[src/uart_cfg.svh]
// Purpose: Timing and field constants of the serial port
// Assumes: Core clock is the block clock
// Notes:   Definitions only
`ifndef UART_CFG_SVH
`define UART_CFG_SVH
`define M0_DIV_LAST   4'hB
`define M0_CLK_HALF   4'h6
`define M2_DIV4_LAST  2'h3
`define S16_LAST      4'hF
`define S16_MID       4'h7
`define T2_TOP        16'hFFFF
`define TX_BITS_M0    4'h8
`define TX_BITS_M1    4'hA
`define TX_BITS_M9    4'hB
`define RX_LAST_M0    4'h7
`define RX_LAST_M1    4'h9
`define RX_LAST_M9    4'hA
`define LINE_IDLE     1'b1
`define LINE_START    1'b0
`endif

[src/uart_pkg.sv]
// Purpose: Types shared by the serial port
// Assumes: Nothing
// Notes:   Types only
package uart_pkg;
  typedef enum logic [1:0] {TX_IDLE, TX_WAIT, TX_SHIFT} tx_st_t;
  typedef enum logic [1:0] {RX_IDLE, RX_START, RX_DATA, RX_M0} rx_st_t;
  typedef struct packed {
    logic mode_select_high;
    logic mode_select_low;
    logic multiproc_filter;
    logic rx_enable;
    logic tx_ninth_bit;
    logic baud_double;
    logic tx_clock_from_timer2;
    logic rx_clock_from_timer2;
  } serial_cfg_t;
endpackage

[src/uart_serial.sv]
// Purpose: Four-mode serial port with baud generation and TX FIFO
// Assumes: clk_sys_i is the core clock; inputs synchronous
// Notes:   Overview of operation follows
// Overview of operation
// RULE_01 - Both mode bits set select mode three
// RULE_02 - Mode three frames like two, rates like one
// RULE_03 - Buffer write always starts a transmission; a write while the 16-entry FIFO is full is dropped
// RULE_04 - Shift mode receives when enabled, flag clear
// RULE_05 - Async modes receive on start bit if enabled
// RULE_06 - Shift mode bit rate is clock over 12
// RULE_07 - All rates derive from the core clock
// RULE_08 - Mode two rate clock/64, doubled /32
// RULE_09 - Variable rates from timer one or two
// RULE_10 - Timer one rate: overflows times 2^double/32
// RULE_11 - Software keeps timer one interrupt off
// RULE_12 - Reload timing follows timer one overflows
// RULE_13 - Software may reload timer one for slow rates
// RULE_14 - Sixteen timer two overflows per bit
// RULE_15 - Timer two counts every two clocks
// RULE_16 - Direction selects put timer two in baud mode
// RULE_17 - Timer two reloads its 16-bit reload value
// RULE_18 - Frame: start, eight data LSB first, ninth, stop
// RULE_19 - Final shift loads buffer only if flag clear
// RULE_20 - Filter drops frames whose ninth bit is zero
// RULE_21 - TX flag at stop start, RX mid stop
// RULE_22 - Start bit confirmed mid-bit, data sampled centre
// RULE_23 - Transmit starts on next bit tick after write
`include "uart_cfg.svh"
`timescale 1ns/100ps
`default_nettype none

// ==========================================================
// Transmit FIFO
module serial_buffer_fifo #(
  parameter int WIDTH = 9,
  parameter int DEPTH = 16
) (
  input  wire logic             clk_sys_i,
  input  wire logic             rst_b_i,
  input  wire logic             ce_i,
  input  wire logic             in_valid_i,
  output logic                  in_ready_o,
  input  wire logic [WIDTH-1:0] in_data_i,
  output logic                  out_valid_o,
  input  wire logic             out_ready_i,
  output logic      [WIDTH-1:0] out_data_o
);
  localparam int AW = $clog2(DEPTH);
  typedef struct packed {
    logic [AW-1:0] wp;
    logic [AW-1:0] rp;
    logic [AW:0]   cnt;
  } fifo_st_t;
  fifo_st_t         r;
  fifo_st_t         nxt;
  logic [WIDTH-1:0] mem [DEPTH];
  logic             push;
  logic             pop;

  // Handshakes and data
  assign in_ready_o  = (r.cnt != (AW+1)'(DEPTH));
  assign out_valid_o = (r.cnt != '0);
  assign out_data_o  = mem[r.rp];
  assign push        = in_valid_i && in_ready_o;
  assign pop         = out_valid_o && out_ready_i;

  // Pointer update
  always_comb
  begin
    nxt = r;
    if (push)
    begin
      nxt.wp = r.wp + 1'b1;
    end
    if (pop)
    begin
      nxt.rp = r.rp + 1'b1;
    end
    nxt.cnt = r.cnt + {{AW{1'b0}}, push} - {{AW{1'b0}}, pop};
  end

  // State register and storage
  always_ff @(posedge clk_sys_i)
  begin
    if (!rst_b_i)
    begin
      r <= '0;
    end
    else if (ce_i)
    begin
      r <= nxt;
      if (push)
      begin
        mem[r.wp] <= in_data_i;
      end
    end
  end
endmodule

// ==========================================================
// Serial port core
module uart_serial (
  input  wire logic                  clk_sys_i,
  input  wire logic                  rst_b_i,
  input  wire logic                  ce_i,
  input  wire uart_pkg::serial_cfg_t cfg_i,
  input  wire logic                  timer1_overflow_i,
  input  wire logic [7:0]            timer2_reload_high_i,
  input  wire logic [7:0]            timer2_reload_low_i,
  input  wire logic                  serial_buffer_write_i,
  input  wire logic [7:0]            serial_buffer_wdata_i,
  output logic                       serial_buffer_ready_o,
  input  wire logic                  receive_flag_clear_i,
  input  wire logic                  transmit_flag_clear_i,
  output logic [7:0]                 serial_buffer_o,
  output logic                       rx_ninth_bit_o,
  output logic                       receive_flag_o,
  output logic                       transmit_flag_o,
  input  wire logic                  rxd_i,
  output logic                       rxd_o,
  output logic                       rxd_oe_o,
  output logic                       txd_o
);
  typedef struct packed {
    logic [3:0]       pre;
    logic             t1div;
    logic             t2ph;
    logic [15:0]      t2cnt;
    uart_pkg::tx_st_t txs;
    logic [10:0]      tsh;
    logic [3:0]       tn;
    logic [3:0]       tph;
    uart_pkg::rx_st_t rxs;
    logic [9:0]       rsh;
    logic [3:0]       rn;
    logic [3:0]       rph;
    logic [7:0]       serial_buffer;
    logic             rb8;
    logic             ri;
    logic             ti;
    logic             txd;
    logic             rxo;
    logic             rxoe;
  } state_t;
  state_t      r;
  state_t      nxt;
  logic        m0;
  logic        m1;
  logic        m2;
  logic        m9;
  logic        m0tick;
  logic        p2tick;
  logic        t1tick;
  logic        t2on;
  logic        t2inc;
  logic        t2ovf;
  logic        s16tx;
  logic        s16rx;
  logic        txbit;
  logic        ri_set;
  logic        ti_set;
  logic        rx_fin;
  logic        rx_ok;
  logic [8:0]  fifo_q;
  logic        fifo_v;
  logic        fifo_pop;
  logic [7:0]  rx_byte;
  logic        rx_bit9;

  // Mode decode
  assign m0 = !cfg_i.mode_select_high && !cfg_i.mode_select_low;
  assign m1 = !cfg_i.mode_select_high && cfg_i.mode_select_low;
  assign m2 = cfg_i.mode_select_high && !cfg_i.mode_select_low;
  assign m9 = cfg_i.mode_select_high; // [RULE_01] [RULE_02]

  // Fixed prescaler ticks from the core clock
  assign m0tick = (r.pre == `M0_DIV_LAST); // [RULE_06] [RULE_07]
  assign p2tick = cfg_i.baud_double ? r.pre[0]
                : (r.pre[1:0] == `M2_DIV4_LAST); // [RULE_08]

  // Timer one overflow gives one x16 tick per one or two overflows
  assign t1tick = timer1_overflow_i
                && (cfg_i.baud_double || r.t1div); // [RULE_10] [RULE_12]

  // Timer two baud generator
  assign t2on  = cfg_i.tx_clock_from_timer2
              || cfg_i.rx_clock_from_timer2; // [RULE_16]
  assign t2inc = t2on && r.t2ph; // [RULE_15]
  assign t2ovf = t2inc && (r.t2cnt == `T2_TOP);

  // Per-direction x16 tick source
  always_comb
  begin
    if (m2)
    begin
      s16tx = p2tick;
      s16rx = p2tick;
    end
    else
    begin
      s16tx = cfg_i.tx_clock_from_timer2 ? t2ovf : t1tick; // [RULE_09] [RULE_14]
      s16rx = cfg_i.rx_clock_from_timer2 ? t2ovf : t1tick; // [RULE_09] [RULE_14]
    end
  end

  // Bit boundary for the transmitter
  assign txbit = m0 ? m0tick : (s16tx && r.tph == `S16_LAST);

  // Received word as it stands once the final sample is shifted in
  always_comb
  begin
    if (m0)
    begin
      rx_byte = {rxd_i, r.rsh[9:3]};
      rx_bit9 = 1'b0;
    end
    else if (m1)
    begin
      rx_byte = r.rsh[9:2];
      rx_bit9 = rxd_i; // Stop bit
    end
    else
    begin
      rx_byte = r.rsh[8:1];
      rx_bit9 = r.rsh[9]; // Ninth data bit
    end
  end

  assign rx_ok = !r.ri && (m0 || !cfg_i.multiproc_filter
               || rx_bit9); // [RULE_19] [RULE_20]
  assign fifo_pop = (r.txs == uart_pkg::TX_IDLE);

  // Next-state logic
  always_comb
  begin
    nxt    = r;
    ti_set = 1'b0;
    rx_fin = 1'b0;
    nxt.pre = m0tick ? 4'h0 : r.pre + 4'h1;
    if (timer1_overflow_i)
    begin
      nxt.t1div = !r.t1div;
    end
    nxt.t2ph = t2on && !r.t2ph;
    // Counter sits at the reload value until baud mode is entered
    if (!t2on)
    begin
      nxt.t2cnt = {timer2_reload_high_i, timer2_reload_low_i};
    end
    else if (t2ovf)
    begin
      nxt.t2cnt = {timer2_reload_high_i, timer2_reload_low_i}; // [RULE_17]
    end
    else if (t2inc)
    begin
      nxt.t2cnt = r.t2cnt + 16'h0001;
    end
    if (s16tx)
    begin
      nxt.tph = r.tph + 4'h1;
    end
    // Transmitter
    unique case (r.txs)
      uart_pkg::TX_IDLE:
      begin
        if (fifo_v) // [RULE_03]
        begin
          nxt.txs = uart_pkg::TX_WAIT;
          if (m0)
          begin
            nxt.tsh = {3'b111, fifo_q[7:0]};
            nxt.tn  = `TX_BITS_M0;
          end
          else
          begin
            nxt.tsh = {`LINE_IDLE, m1 | fifo_q[8], fifo_q[7:0],
                       `LINE_START}; // [RULE_18]
            nxt.tn  = m1 ? `TX_BITS_M1 : `TX_BITS_M9;
          end
        end
      end
      uart_pkg::TX_WAIT:
      begin
        if (txbit) // [RULE_23]
        begin
          nxt.txs = uart_pkg::TX_SHIFT;
        end
      end
      uart_pkg::TX_SHIFT:
      begin
        if (txbit)
        begin
          nxt.tsh = {1'b1, r.tsh[10:1]};
          nxt.tn  = r.tn - 4'h1;
          if (r.tn == 4'h1)
          begin
            nxt.txs = uart_pkg::TX_IDLE;
            ti_set  = m0;
          end
          else if (r.tn == 4'h2 && !m0)
          begin
            ti_set = 1'b1; // [RULE_21]
          end
        end
      end
    endcase
    // Receiver
    if (s16rx)
    begin
      nxt.rph = r.rph + 4'h1;
    end
    unique case (r.rxs)
      uart_pkg::RX_IDLE:
      begin
        nxt.rph = 4'h0;
        if (m0)
        begin
          if (cfg_i.rx_enable && !r.ri && m0tick
              && r.txs == uart_pkg::TX_IDLE && !fifo_v) // [RULE_04]
          begin
            nxt.rxs = uart_pkg::RX_M0;
            nxt.rn  = 4'h0;
          end
        end
        else if (cfg_i.rx_enable && !rxd_i) // [RULE_05]
        begin
          nxt.rxs = uart_pkg::RX_START;
        end
      end
      uart_pkg::RX_START:
      begin
        if (s16rx && r.rph == `S16_MID)
        begin
          nxt.rph = 4'h0;
          nxt.rn  = 4'h0;
          nxt.rxs = rxd_i ? uart_pkg::RX_IDLE
                  : uart_pkg::RX_DATA; // [RULE_22]
        end
      end
      uart_pkg::RX_DATA:
      begin
        if (s16rx && r.rph == `S16_LAST) // [RULE_22]
        begin
          nxt.rsh = {rxd_i, r.rsh[9:1]};
          nxt.rn  = r.rn + 4'h1;
          if (r.rn == (m1 ? `RX_LAST_M1 : `RX_LAST_M9) - 4'h1)
          begin
            rx_fin  = 1'b1;
            nxt.rxs = uart_pkg::RX_IDLE;
          end
        end
      end
      uart_pkg::RX_M0:
      begin
        if (m0tick)
        begin
          nxt.rsh = {rxd_i, r.rsh[9:1]};
          nxt.rn  = r.rn + 4'h1;
          if (r.rn == `RX_LAST_M0)
          begin
            rx_fin  = 1'b1;
            nxt.rxs = uart_pkg::RX_IDLE;
          end
        end
      end
    endcase
    ri_set = 1'b0;
    if (rx_fin && r.rxs == uart_pkg::RX_M0)
    begin
      if (!r.ri)
      begin
        nxt.serial_buffer = rx_byte;
      end
      ri_set = !r.ri;
    end
    else if (rx_fin && rx_ok) // [RULE_19] [RULE_20]
    begin
      nxt.serial_buffer = rx_byte;
      nxt.rb8  = rx_bit9;
      ri_set   = 1'b1;
    end
    // Flags: a hardware set wins over a software clear
    nxt.ri = ri_set || (r.ri && !receive_flag_clear_i); // [RULE_21]
    nxt.ti = ti_set || (r.ti && !transmit_flag_clear_i); // [RULE_21]
    // Pin drive
    nxt.txd  = `LINE_IDLE;
    nxt.rxo  = `LINE_IDLE;
    nxt.rxoe = 1'b0;
    if (m0 && (nxt.txs == uart_pkg::TX_SHIFT || nxt.rxs == uart_pkg::RX_M0))
    begin
      nxt.txd  = (nxt.pre >= `M0_CLK_HALF);
      nxt.rxo  = nxt.tsh[0];
      nxt.rxoe = (nxt.txs == uart_pkg::TX_SHIFT);
    end
    else if (!m0 && nxt.txs == uart_pkg::TX_SHIFT)
    begin
      nxt.txd = nxt.tsh[0]; // [RULE_18]
    end
  end

  // State register, frozen while the clock enable is low
  always_ff @(posedge clk_sys_i)
  begin
    if (!rst_b_i)
    begin
      r     <= '0;
      r.txd <= `LINE_IDLE;
      r.rxo <= `LINE_IDLE;
    end
    else if (ce_i)
    begin
      r <= nxt;
    end
  end

  // Buffer writes pass through the FIFO with the ninth bit
  serial_buffer_fifo #(
    .WIDTH (9),
    .DEPTH (16)
  ) u_fifo (
    .clk_sys_i   (clk_sys_i),
    .rst_b_i     (rst_b_i),
    .ce_i        (ce_i),
    .in_valid_i  (serial_buffer_write_i),
    .in_ready_o  (serial_buffer_ready_o),
    .in_data_i   ({cfg_i.tx_ninth_bit, serial_buffer_wdata_i}), // [RULE_23]
    .out_valid_o (fifo_v),
    .out_ready_i (fifo_pop),
    .out_data_o  (fifo_q)
  );

  // Outputs
  assign serial_buffer_o = r.serial_buffer;
  assign rx_ninth_bit_o  = r.rb8;
  assign receive_flag_o  = r.ri;
  assign transmit_flag_o = r.ti;
  assign rxd_o           = r.rxo;
  assign rxd_oe_o        = r.rxoe;
  assign txd_o           = r.txd;
endmodule
`default_nettype wire

[config.mk]
export PLATFORM = sky130hd
export DESIGN_NAME = uart_serial
export DESIGN_NICKNAME = d
export VERILOG_FILES = /design/src/uart_pkg.sv /design/src/uart_serial.sv
export VERILOG_INCLUDE_DIRS = /design/src /design/src/src
export SDC_FILE = /design/constraint.sdc
export NUM_CORES = 1
export LEC_CHECK = 0
export BUFFER_PORTS_ARGS = -buffer_cell sky130_fd_sc_hd__buf_4
export CORE_UTILIZATION = 53
export DETAILED_ROUTE_END_ITERATION = 12
export PLACE_DENSITY = 0.7
export SLEW_MARGIN = 25
export SYNTH_ARGS = -nofsm -noshare
export SYNTH_HDL_FRONTEND = slang
export SYNTH_HIERARCHICAL = 1
export SYNTH_SLANG_ARGS = --single-unit
[constraint.sdc]
create_clock -name clk_sys_i -period 3.4 [get_ports clk_sys_i]
set_clock_uncertainty 0.1 [all_clocks]
set_input_delay 0.68 -clock clk_sys_i [delete_from_list [all_inputs] [get_ports clk_sys_i]]
set_output_delay 0.68 -clock clk_sys_i [all_outputs]
set_load 0.005 [all_outputs]
* After elaboration in Yosys (flattened, before gate mapping)
Memory sizes are Yosys's and may differ from the RTL's. A register that Yosys moved wholly into a read port is not among the register bits.
Index checks and enable logic that the tools add are counted.
** Word-level totals
- Memory bits (writable) :: 144
- Word-level logic and storage cells :: 187
- Register bits after elaboration :: 90
- Output and inout bits :: 15
- Memories :: 1
** Memories
- u_fifo.mem :: depth 16, width 9, read ports 1, clocked after memory_dff 1, wr ports 1, RTL line uart_serial.sv:56 : logic [WIDTH-1:0] mem [DEPTH];
** Operators by class
- Order comparisons :: 1
- Bitwise gates (word level) :: 2
- Equal/unequal tests :: 27
- Add/subtract/negate cells :: 11
- Reductions and logical operators :: 59
- Muxes and demuxes :: 63
** Operators by type and width (count)
- two-way mux 16 bit :: 5
- two-way mux 8 bit :: 5
- two-way mux 17 bit :: 2
- one-hot mux 15 bit (2 select lines) :: 1
- logical AND 1 bit :: 25
- two-way mux 1 bit :: 25
- adder 4 x 1 -> 4 bit, second input constant :: 6
- two-way mux 4 bit :: 6
- two-way mux 2 bit :: 11
- one-hot mux 10 bit (2 select lines) :: 1
- adder 16 x 1 -> 16 bit, second input constant :: 1
- equality test 16 bit, second input constant :: 1
- != test 2 bit, second input constant :: 8
- one-hot mux 4 bit (4 select lines) :: 1
- two-way mux 14 bit :: 1
- equality test 2 bit, second input constant :: 6
- equality test 4 bit, second input constant :: 3
- logical NOT 1 bit :: 11
- AND reduction 2 bit :: 5
- two-way mux 9 bit :: 1
- equality test 4 x 3 -> 1 bit, second input constant :: 2
- one-hot mux 2 bit (4 select lines) :: 1
- one-hot mux 4 bit (2 select lines) :: 1
- AND reduction 4 bit :: 2
- 20 further kinds :: 32

* Depth between registers and ports, before layout
Gate-level depths: netlist of run 1.
- Depth after elaboration :: 13
- Gate-level depth with buffers :: 13

* Hierarchy
The synthesis of run 1 kept the hierarchy.
** Modules (own cells, without submodules)
- serial_buffer_fifo :: times used 1, cells each 336, area each 6511.2 µm²
- uart_serial :: times used 1, cells each 598, area each 4579.4 µm²

* Worst setup path after synthesis of run 1
No wires, ideal clock.
- Path type :: register -> register
- Start point :: reg u_fifo/r[3] in the netlist's numbering
- End point :: reg u_fifo/r[4] in the netlist's numbering
- Arrival :: 2817 ps
- Data required time :: 3228 ps
- Buffers on the path :: 0
- Cell stages (with the launch flop) :: 14
- Path slack :: 411 ps
- Cell sequence :: dfxtp_1 > inv_1 > ha_1 > or4b_4 > and2_2 > ha_1 > inv_1 > ha_1 > inv_1 > fa_1 > nand2b_1 > a21oi_1 > mux2i_1 > mux2i_1
** On the way
- Elaborated cells on any way between the ends :: 6
** RTL lines
- from (decl) :: RTL line uart_serial.sv:54 : fifo_st_t r;
- from (signal assigned) :: RTL line uart_serial.sv:91 : r <= nxt;
- nonzero test 5 bit :: RTL line uart_serial.sv:62 : assign out_valid_o = (r.cnt != '0);
- named net fifo_v :: RTL line uart_serial.sv:165 : logic fifo_v;
- logical AND 1 bit :: RTL line uart_serial.sv:65 : assign pop = out_valid_o && out_ready_i;
- subtractor 5 x 1 -> 5 bit :: RTL line uart_serial.sv:79 : nxt.cnt = r.cnt + {{AW{1'b0}}, push} - {{AW{1'b0}}, pop};
The timed path passes the listed nets, and every way through them passes these cells.
A chain may end at the register's enable or synchronous reset.

* Worst setup path after layout of run 1
Same ends and word-level chain as after synthesis.

==> flow_summary.ini, run 1 <==
[placement]
portBuffers = 54
dp_hpwl_microns = 15300
gp_congestion = 0.821
dpl_worst_slack_ns = 0.203

[worst_setup_path]
crit_required_ns = 3.75
start_kind = flop
cpPeakStageDelay_ns = 0.48
cp-end-kind = flop
slowest_stage = or4b_4
worstPathMaxFanout = 3
worstSetupPathType = reg2reg
cp.arrival_ns = 3.48
crit_chain = inv_1, ha_1, or4b_4, and2_2, ha_1, inv_1, ha_1, inv_1, fa_1, nand2b_1, a21oi_1, mux2i_1, mux2i_1

[sta]
rsz0062_at_grt = false
period_needed_ns = 3.13
setup-tns-final_ns = 0
fin_ws_ns = 0.272
max_slew.worst_pin.slew_ns = 0.816
fmax_mhz = 320
setup_viol = 0
finalHoldViolCount = 0
final.period_utilization = 0.920
relSlewSlack = 0.456
drv_slew = 0

[clocking]
htree_num_levels = 1
cts.sinks = 237
cts_tree = yes
ctsRootBufferMaster = clkbuf_16
clkTransAtPathRegs_ns = 0.06
numCtsBuffers = 25
cts_hold_buf = 0
cts_resized = 0
clock_latency_ns = 0.54
cts_max_path_buffers = 3

[synthesis]
yosys-top-cells-area = edfxtp_1 (39%), dfxtp_1 (17%), mux4_2 (4.5%)
synthFlopType = edfxtp_1
synth-edff-count = 144
syn_area_sq_mm = 0.0111
synth_warnings = 6
syn_area_per_cell_sq_um = 11.9
synth_top_cell_area_share = 0.390
syn_nets = 998
yosys.area.top_type = edfxtp_1
ys_seq_elements = 237
ys_seq_area_frac = 0.558
synth.distinct_cells = 85
netlist_instances = 934
synthArstFlopShare = 0

[grt]
grt_antenna_before_repair = 0
use_met3 = 0.0278
track_usage = 0.221
use_met1 = 0.297
top_usage_layer = met2
met2_usage = 0.364
overflow = 0
grt_pass1_vias = 7066
grt_max_degree = 91
grt_pass1_wl_microns = 37500

[power]
internal_power_w = 0.00555
p_switching_w = 0.00210
peakVddDrop_mv = 0.535
seqPwrFrac = 0.436
p_sw_frac = 0.274
p_clk_frac = 0.355
p_leak_nw = 4.41
power_density_mw_per_mm2 = 613
combinationalPowerShare = 0.209

[outcome]
status = complete, no violations

[finish]
area_growth_pct = 12.4
final_cell_mix = edfxtp_1 (144), nand2_1 (96), dfxtp_1 (92)
multi_input_area_sq_mm = 0.00447
diodes = 0
final_common_cell = edfxtp_1
fin_nets = 1041
register_area_sq_mm = 0.00619
drive_gt1_frac = 0.160
fillers = 1613

[die]
num_rows = 52
fp.dieW_microns = 147
core_sq_mm = 0.0204
chipHeight_microns = 147
dieArea_sq_mm = 0.0215
io_pins = 55
start_util = 0.545

[routing]
wire_per_inst_microns = 18.6
drc = 0
first_iter_violations = 498
routed_wl_microns = 23500
drt_first_pass_iters = 5
vias_per_cell = 5.92
vias = 7464
ant_nets = 0

[job]
drv_cap = 0

[worst_hold_path]
min_path_type = in2reg
[state kept, by name, summed over array words and instances (netlist names), named ones only]
signal and flops:
receive_flag_o 1, serial_buffer_o 8, txd_o 1, rx_ninth_bit_o 1, r 62, u_fifo/mem 144
u_fifo/r 13, transmit_flag_o 1, rxd_o 1, rxd_oe_o 1
[stage by stage]
stage	cells	instance area (sq um)	util	hold slack, ns	power [W]
after floorplan	934	11100	-	0.336	0.00462
after global placement	1219	11600	0.572	0.347	0.00495
after detailed placement	1219	11600	0.572	0.353	0.00498
after CTS	1260	12500	0.612	0.314	0.00770
after global routing	1261	12500	0.612	0.334	0.00801
final	1261	12500	0.612	0.332	0.00765
[critical path: cells and delay by family (launching register included)]
kind | cells | cell delay, ns
adders and majority gates | 4 | 0.96
and+or+nand+nor | 3 | 0.86
buffers and inverters | 3 | 0.21
muxes | 2 | 0.43
DFF | 1 | 0.32
AOI/OAI and AO/OA | 1 | 0.17
[Yosys cell counts (all sizes together) (4+ instances only)]
cell type    n
inv         30
clkbuf      23
nand2b       8
nor4         5
mux2i       25
mux4        36
o211ai       6
nand2       97
o21ai       65
ha          23
nor3b        5
o211a        7
o22ai        4
nor2b       22
nand4       10
o21a         4
xnor2        9
buf         32
and4         5
and3        11
xor2         4
edfxtp     144
nor2        37
nor3        15
and2        29
dfxtp       93
a21o         4
nand3       31
a22oi       23
a21boi       6
a21oi       62
a31oi        8
[repair_timing]
item / in CTS / in global routing
buffers inserted: 0 / 1
hold endpoints to repair: 0 / 0
endpoints found under the setup margin: 0 / 1
[cell type report]
cell class | instances | share of cell area
multi-input combinational | 609 | 0.358
clock inverter | 8 | 0.00863
inverter | 31 | 0.00933
timing repair buffer | 73 | 0.0439
tap | 270 | 0.0271
clock buffer | 33 | 0.0566
sequential | 237 | 0.496
[routing by layer]
layer  up-vias  wire length, microns
met2       204                 11200
met5         -                     0
li1       3579                     -
met1      3621                 10400
met3        60                  1030
met4         0                   894
[power by group through the flow]
stage	Sequential [W]	Clock, W	Combinational [W]
final	0.00333	0.00271	0.00160
after global routing	0.00336	0.00287	0.00177
after detailed placement	0.00339	0	0.00159
after CTS	0.00334	0.00276	0.00160
after floorplan	0.00332	0	0.00130
after global placement	0.00339	0	0.00156
[kinds of logic after synthesis]
logic type / count (synthesis) / share of synthesized area
XOR/XNOR: 13 / 0.0103
buffers and inverters: 88 / 0.0406
AO/OA/AOI/OAI: 217 / 0.125
adder cells (fa/ha/maj): 24 / 0.0278
AND/OR/NAND/NOR: 294 / 0.139
multiplexers: 61 / 0.100
flip-flops: 237 / 0.558
[final timing paths]
check	depth (start not counted)	from	slack [ns]	to
worst min-delay path	4	transmit_flag_clear_i	0.33	transmit_flag_o
worst max-delay path	13	u_fifo/r[3]	0.27	u_fifo/r[4]
worst min register to register	2	transmit_flag_o	0.36	transmit_flag_o
worst max register to register	13	u_fifo/r[3]	0.27	u_fifo/r[4]
(Power assumes the default switching activity.)
==> inputs of run 2 (changes only) <==
CELL_PAD_IN_SITES_DETAIL_PLACEMENT = 1   (was not set)
CELL_PAD_IN_SITES_GLOBAL_PLACEMENT = 2   (was not set)
CORE_MARGIN = 2   (was not set)
CORE_UTILIZATION = 42   (was 53)
PLACE_DENSITY = 0.79   (was 0.7)
==> run 2 against run 1 <==
  * Via count is the same
  * Sequential power is essentially flat
  * Register-to-register slack is essentially flat
  * Hold slack lost 0.014 ns
  * Global-route usage shrank 2.5 points
  * Cell count grew 6.1%
  * Die area grew 29%
  * Power grew 3.4%
  * Wire length grew 15%
  * Fmax shrank 0.35%
  * Sequential share of layout area shrank 0.79 points
  * Largest power group unchanged
==> flow_summary.ini, run 2 (synthesis gave the netlist of run 1 again) <==
[routing]
drt_first_pass_iters = 4
drc = 0
first_iter_violations = 454
routed_wl_microns = 27100
ant_nets = 0
wire_per_inst_microns = 20.2
vias = 7464
vias_per_cell = 5.58

[clocking]
clkTransAtPathRegs_ns = 0.06
cts_max_path_buffers = 3
numCtsBuffers = 26
ctsRootBufferMaster = clkbuf_16
cts_tree = yes
cts.sinks = 237
htree_num_levels = 1
cts_hold_buf = 0
clock_latency_ns = 0.55

[sta]
relSlewSlack = 0.582
period_needed_ns = 3.14
setup_viol = 0
final.period_utilization = 0.923
drv_slew = 0
timing.hold.ws_ns = 0.318
fin_ws_ns = 0.261
finalHoldViolCount = 0
max_slew.worst_pin.slew_ns = 0.627
rsz0062_at_grt = false
fmax_mhz = 319
setup-tns-final_ns = 0

[outcome]
status = complete, no violations

[placement]
dp_hpwl_microns = 18300
placedCellCount = 1290
portBuffers = 54
gp_congestion = 0.760
dpl_worst_slack_ns = 0.148

[finish]
multi_input_area_sq_mm = 0.00447
area_growth_pct = 14.2
drive_gt1_frac = 0.168
diodes = 0
reg_top3 = u_fifo/mem x144, r x62, u_fifo/r x13
regMostFlops = u_fifo/mem
register_area_sq_mm = 0.00619
fillers = 2715
final_common_cell = edfxtp_1
largest_reg_flops = 144
stdcell_count = 1338
final_cell_mix = edfxtp_1 (144), nand2_1 (96), dfxtp_1 (92)
fin_nets = 1048

[grt]
grt_pass1_wl_microns = 43200
track_usage = 0.196
grt_max_degree = 64
grt_antenna_before_repair = 0
overflow = 0
grt_pass1_vias = 7672

[worst_setup_path]
cpPeakStageDelay_ns = 0.46
cp-end-kind = flop
worstPathMaxFanout = 3
start_kind = flop
worstSetupPathType = reg2reg
cp.arrival_ns = 3.51
crit_chain = inv_1, ha_1, or4b_4, and2_2, ha_1, inv_1, ha_1, inv_1, fa_1, nand2b_1, a21oi_2, mux2i_1, mux2i_1
slowest_stage = or4b_4
crit_required_ns = 3.77

[die]
start_util = 0.427
core_sq_mm = 0.0260
fp.dieW_microns = 167
io_pins = 55
chipHeight_microns = 167
num_rows = 59
dieArea_sq_mm = 0.0277

[power]
peakVddDrop_mv = 0.614
internal_power_w = 0.00569
power.total_w = 0.00791
p_clk_frac = 0.367
p_switching_w = 0.00222
seqPwrFrac = 0.420
p_sw_frac = 0.281
power_density_mw_per_mm2 = 624
combinationalPowerShare = 0.213
p_leak_nw = 4.45

[worst_hold_path]
min_path_type = in2reg

[job]
drv_cap = 0
## run 2: changes by cell type in the layout (fill, tap and decap cells not counted), sizes merged
| cell | delta |
|---|---|
| clkbuf | -2 |
| inv | -2 |
| buf | +6 |
| clkinv | +3 |
| bufinv | +2 |
| clkinvlp | +5 |
## run 2: cell type report
class | instances | share of cell area
Sequential cell | 237 | 0.488
Multi-Input combinational cell | 609 | 0.353
Clock buffer | 31 | 0.0528
Timing Repair Buffer | 79 | 0.0468
Tap cell | 335 | 0.0331
Clock inverter | 16 | 0.0170
Inverter | 31 | 0.00918
## run 2: metrics by stage
step                       util  area, sq um
after floorplan               -        11100
after global placement    0.453        11800
after detailed placement  0.453        11800
after CTS                 0.487        12700
after global routing      0.488        12700
final                     0.488        12700
## run 2: path summary, 6_finish.rpt
path | start | endpoint | slack [ns] | depth (start not counted)
worst min register to register | r[23] | r[23] | 0.37 | 2
worst max register to register | u_fifo/r[3] | u_fifo/r[4] | 0.26 | 13
worst max-delay path | u_fifo/r[3] | u_fifo/r[4] | 0.26 | 13
worst min-delay path | rxd_i | r[31] | 0.32 | 3
## run 2: timing repair
action,CTS,global route
resized for setup,0,1
setup endpoints to repair,0,1
setup buffers,0,1
## run 2: power by group through the flow
stage / Combinational [W] / Sequential (W) / Clock, W
after floorplan: 0.00130 / 0.00332 / 0
after global placement: 0.00165 / 0.00338 / 0
after detailed placement: 0.00167 / 0.00338 / 0
after CTS: 0.00169 / 0.00332 / 0.00299
after global routing: 0.00189 / 0.00334 / 0.00310
final: 0.00168 / 0.00332 / 0.00290
## run 2: routing by layer
layer | GRT usage | share of wire | vias to the layer above
li1 | - | - | 3598
met4 | 0.0528 | 0.023 | 0
met3 | 0.0271 | 0.034 | 38
met2 | 0.331 | 0.49 | 119
met5 | 0 | 0 | -
met1 | 0.266 | 0.45 | 3709
## run 2: worst max-delay path, delay by kind of cell, from the launching register on
| kind | cells | cell delay (ns) |
|---|---|---|
| AOI/OAI and AO/OA | 1 | 0.15 |
| adders and majority gates | 4 | 0.97 |
| and+or+nand+nor | 3 | 0.85 |
| muxes | 2 | 0.46 |
| buffers and inverters | 3 | 0.21 |
| DFF | 1 | 0.32 |
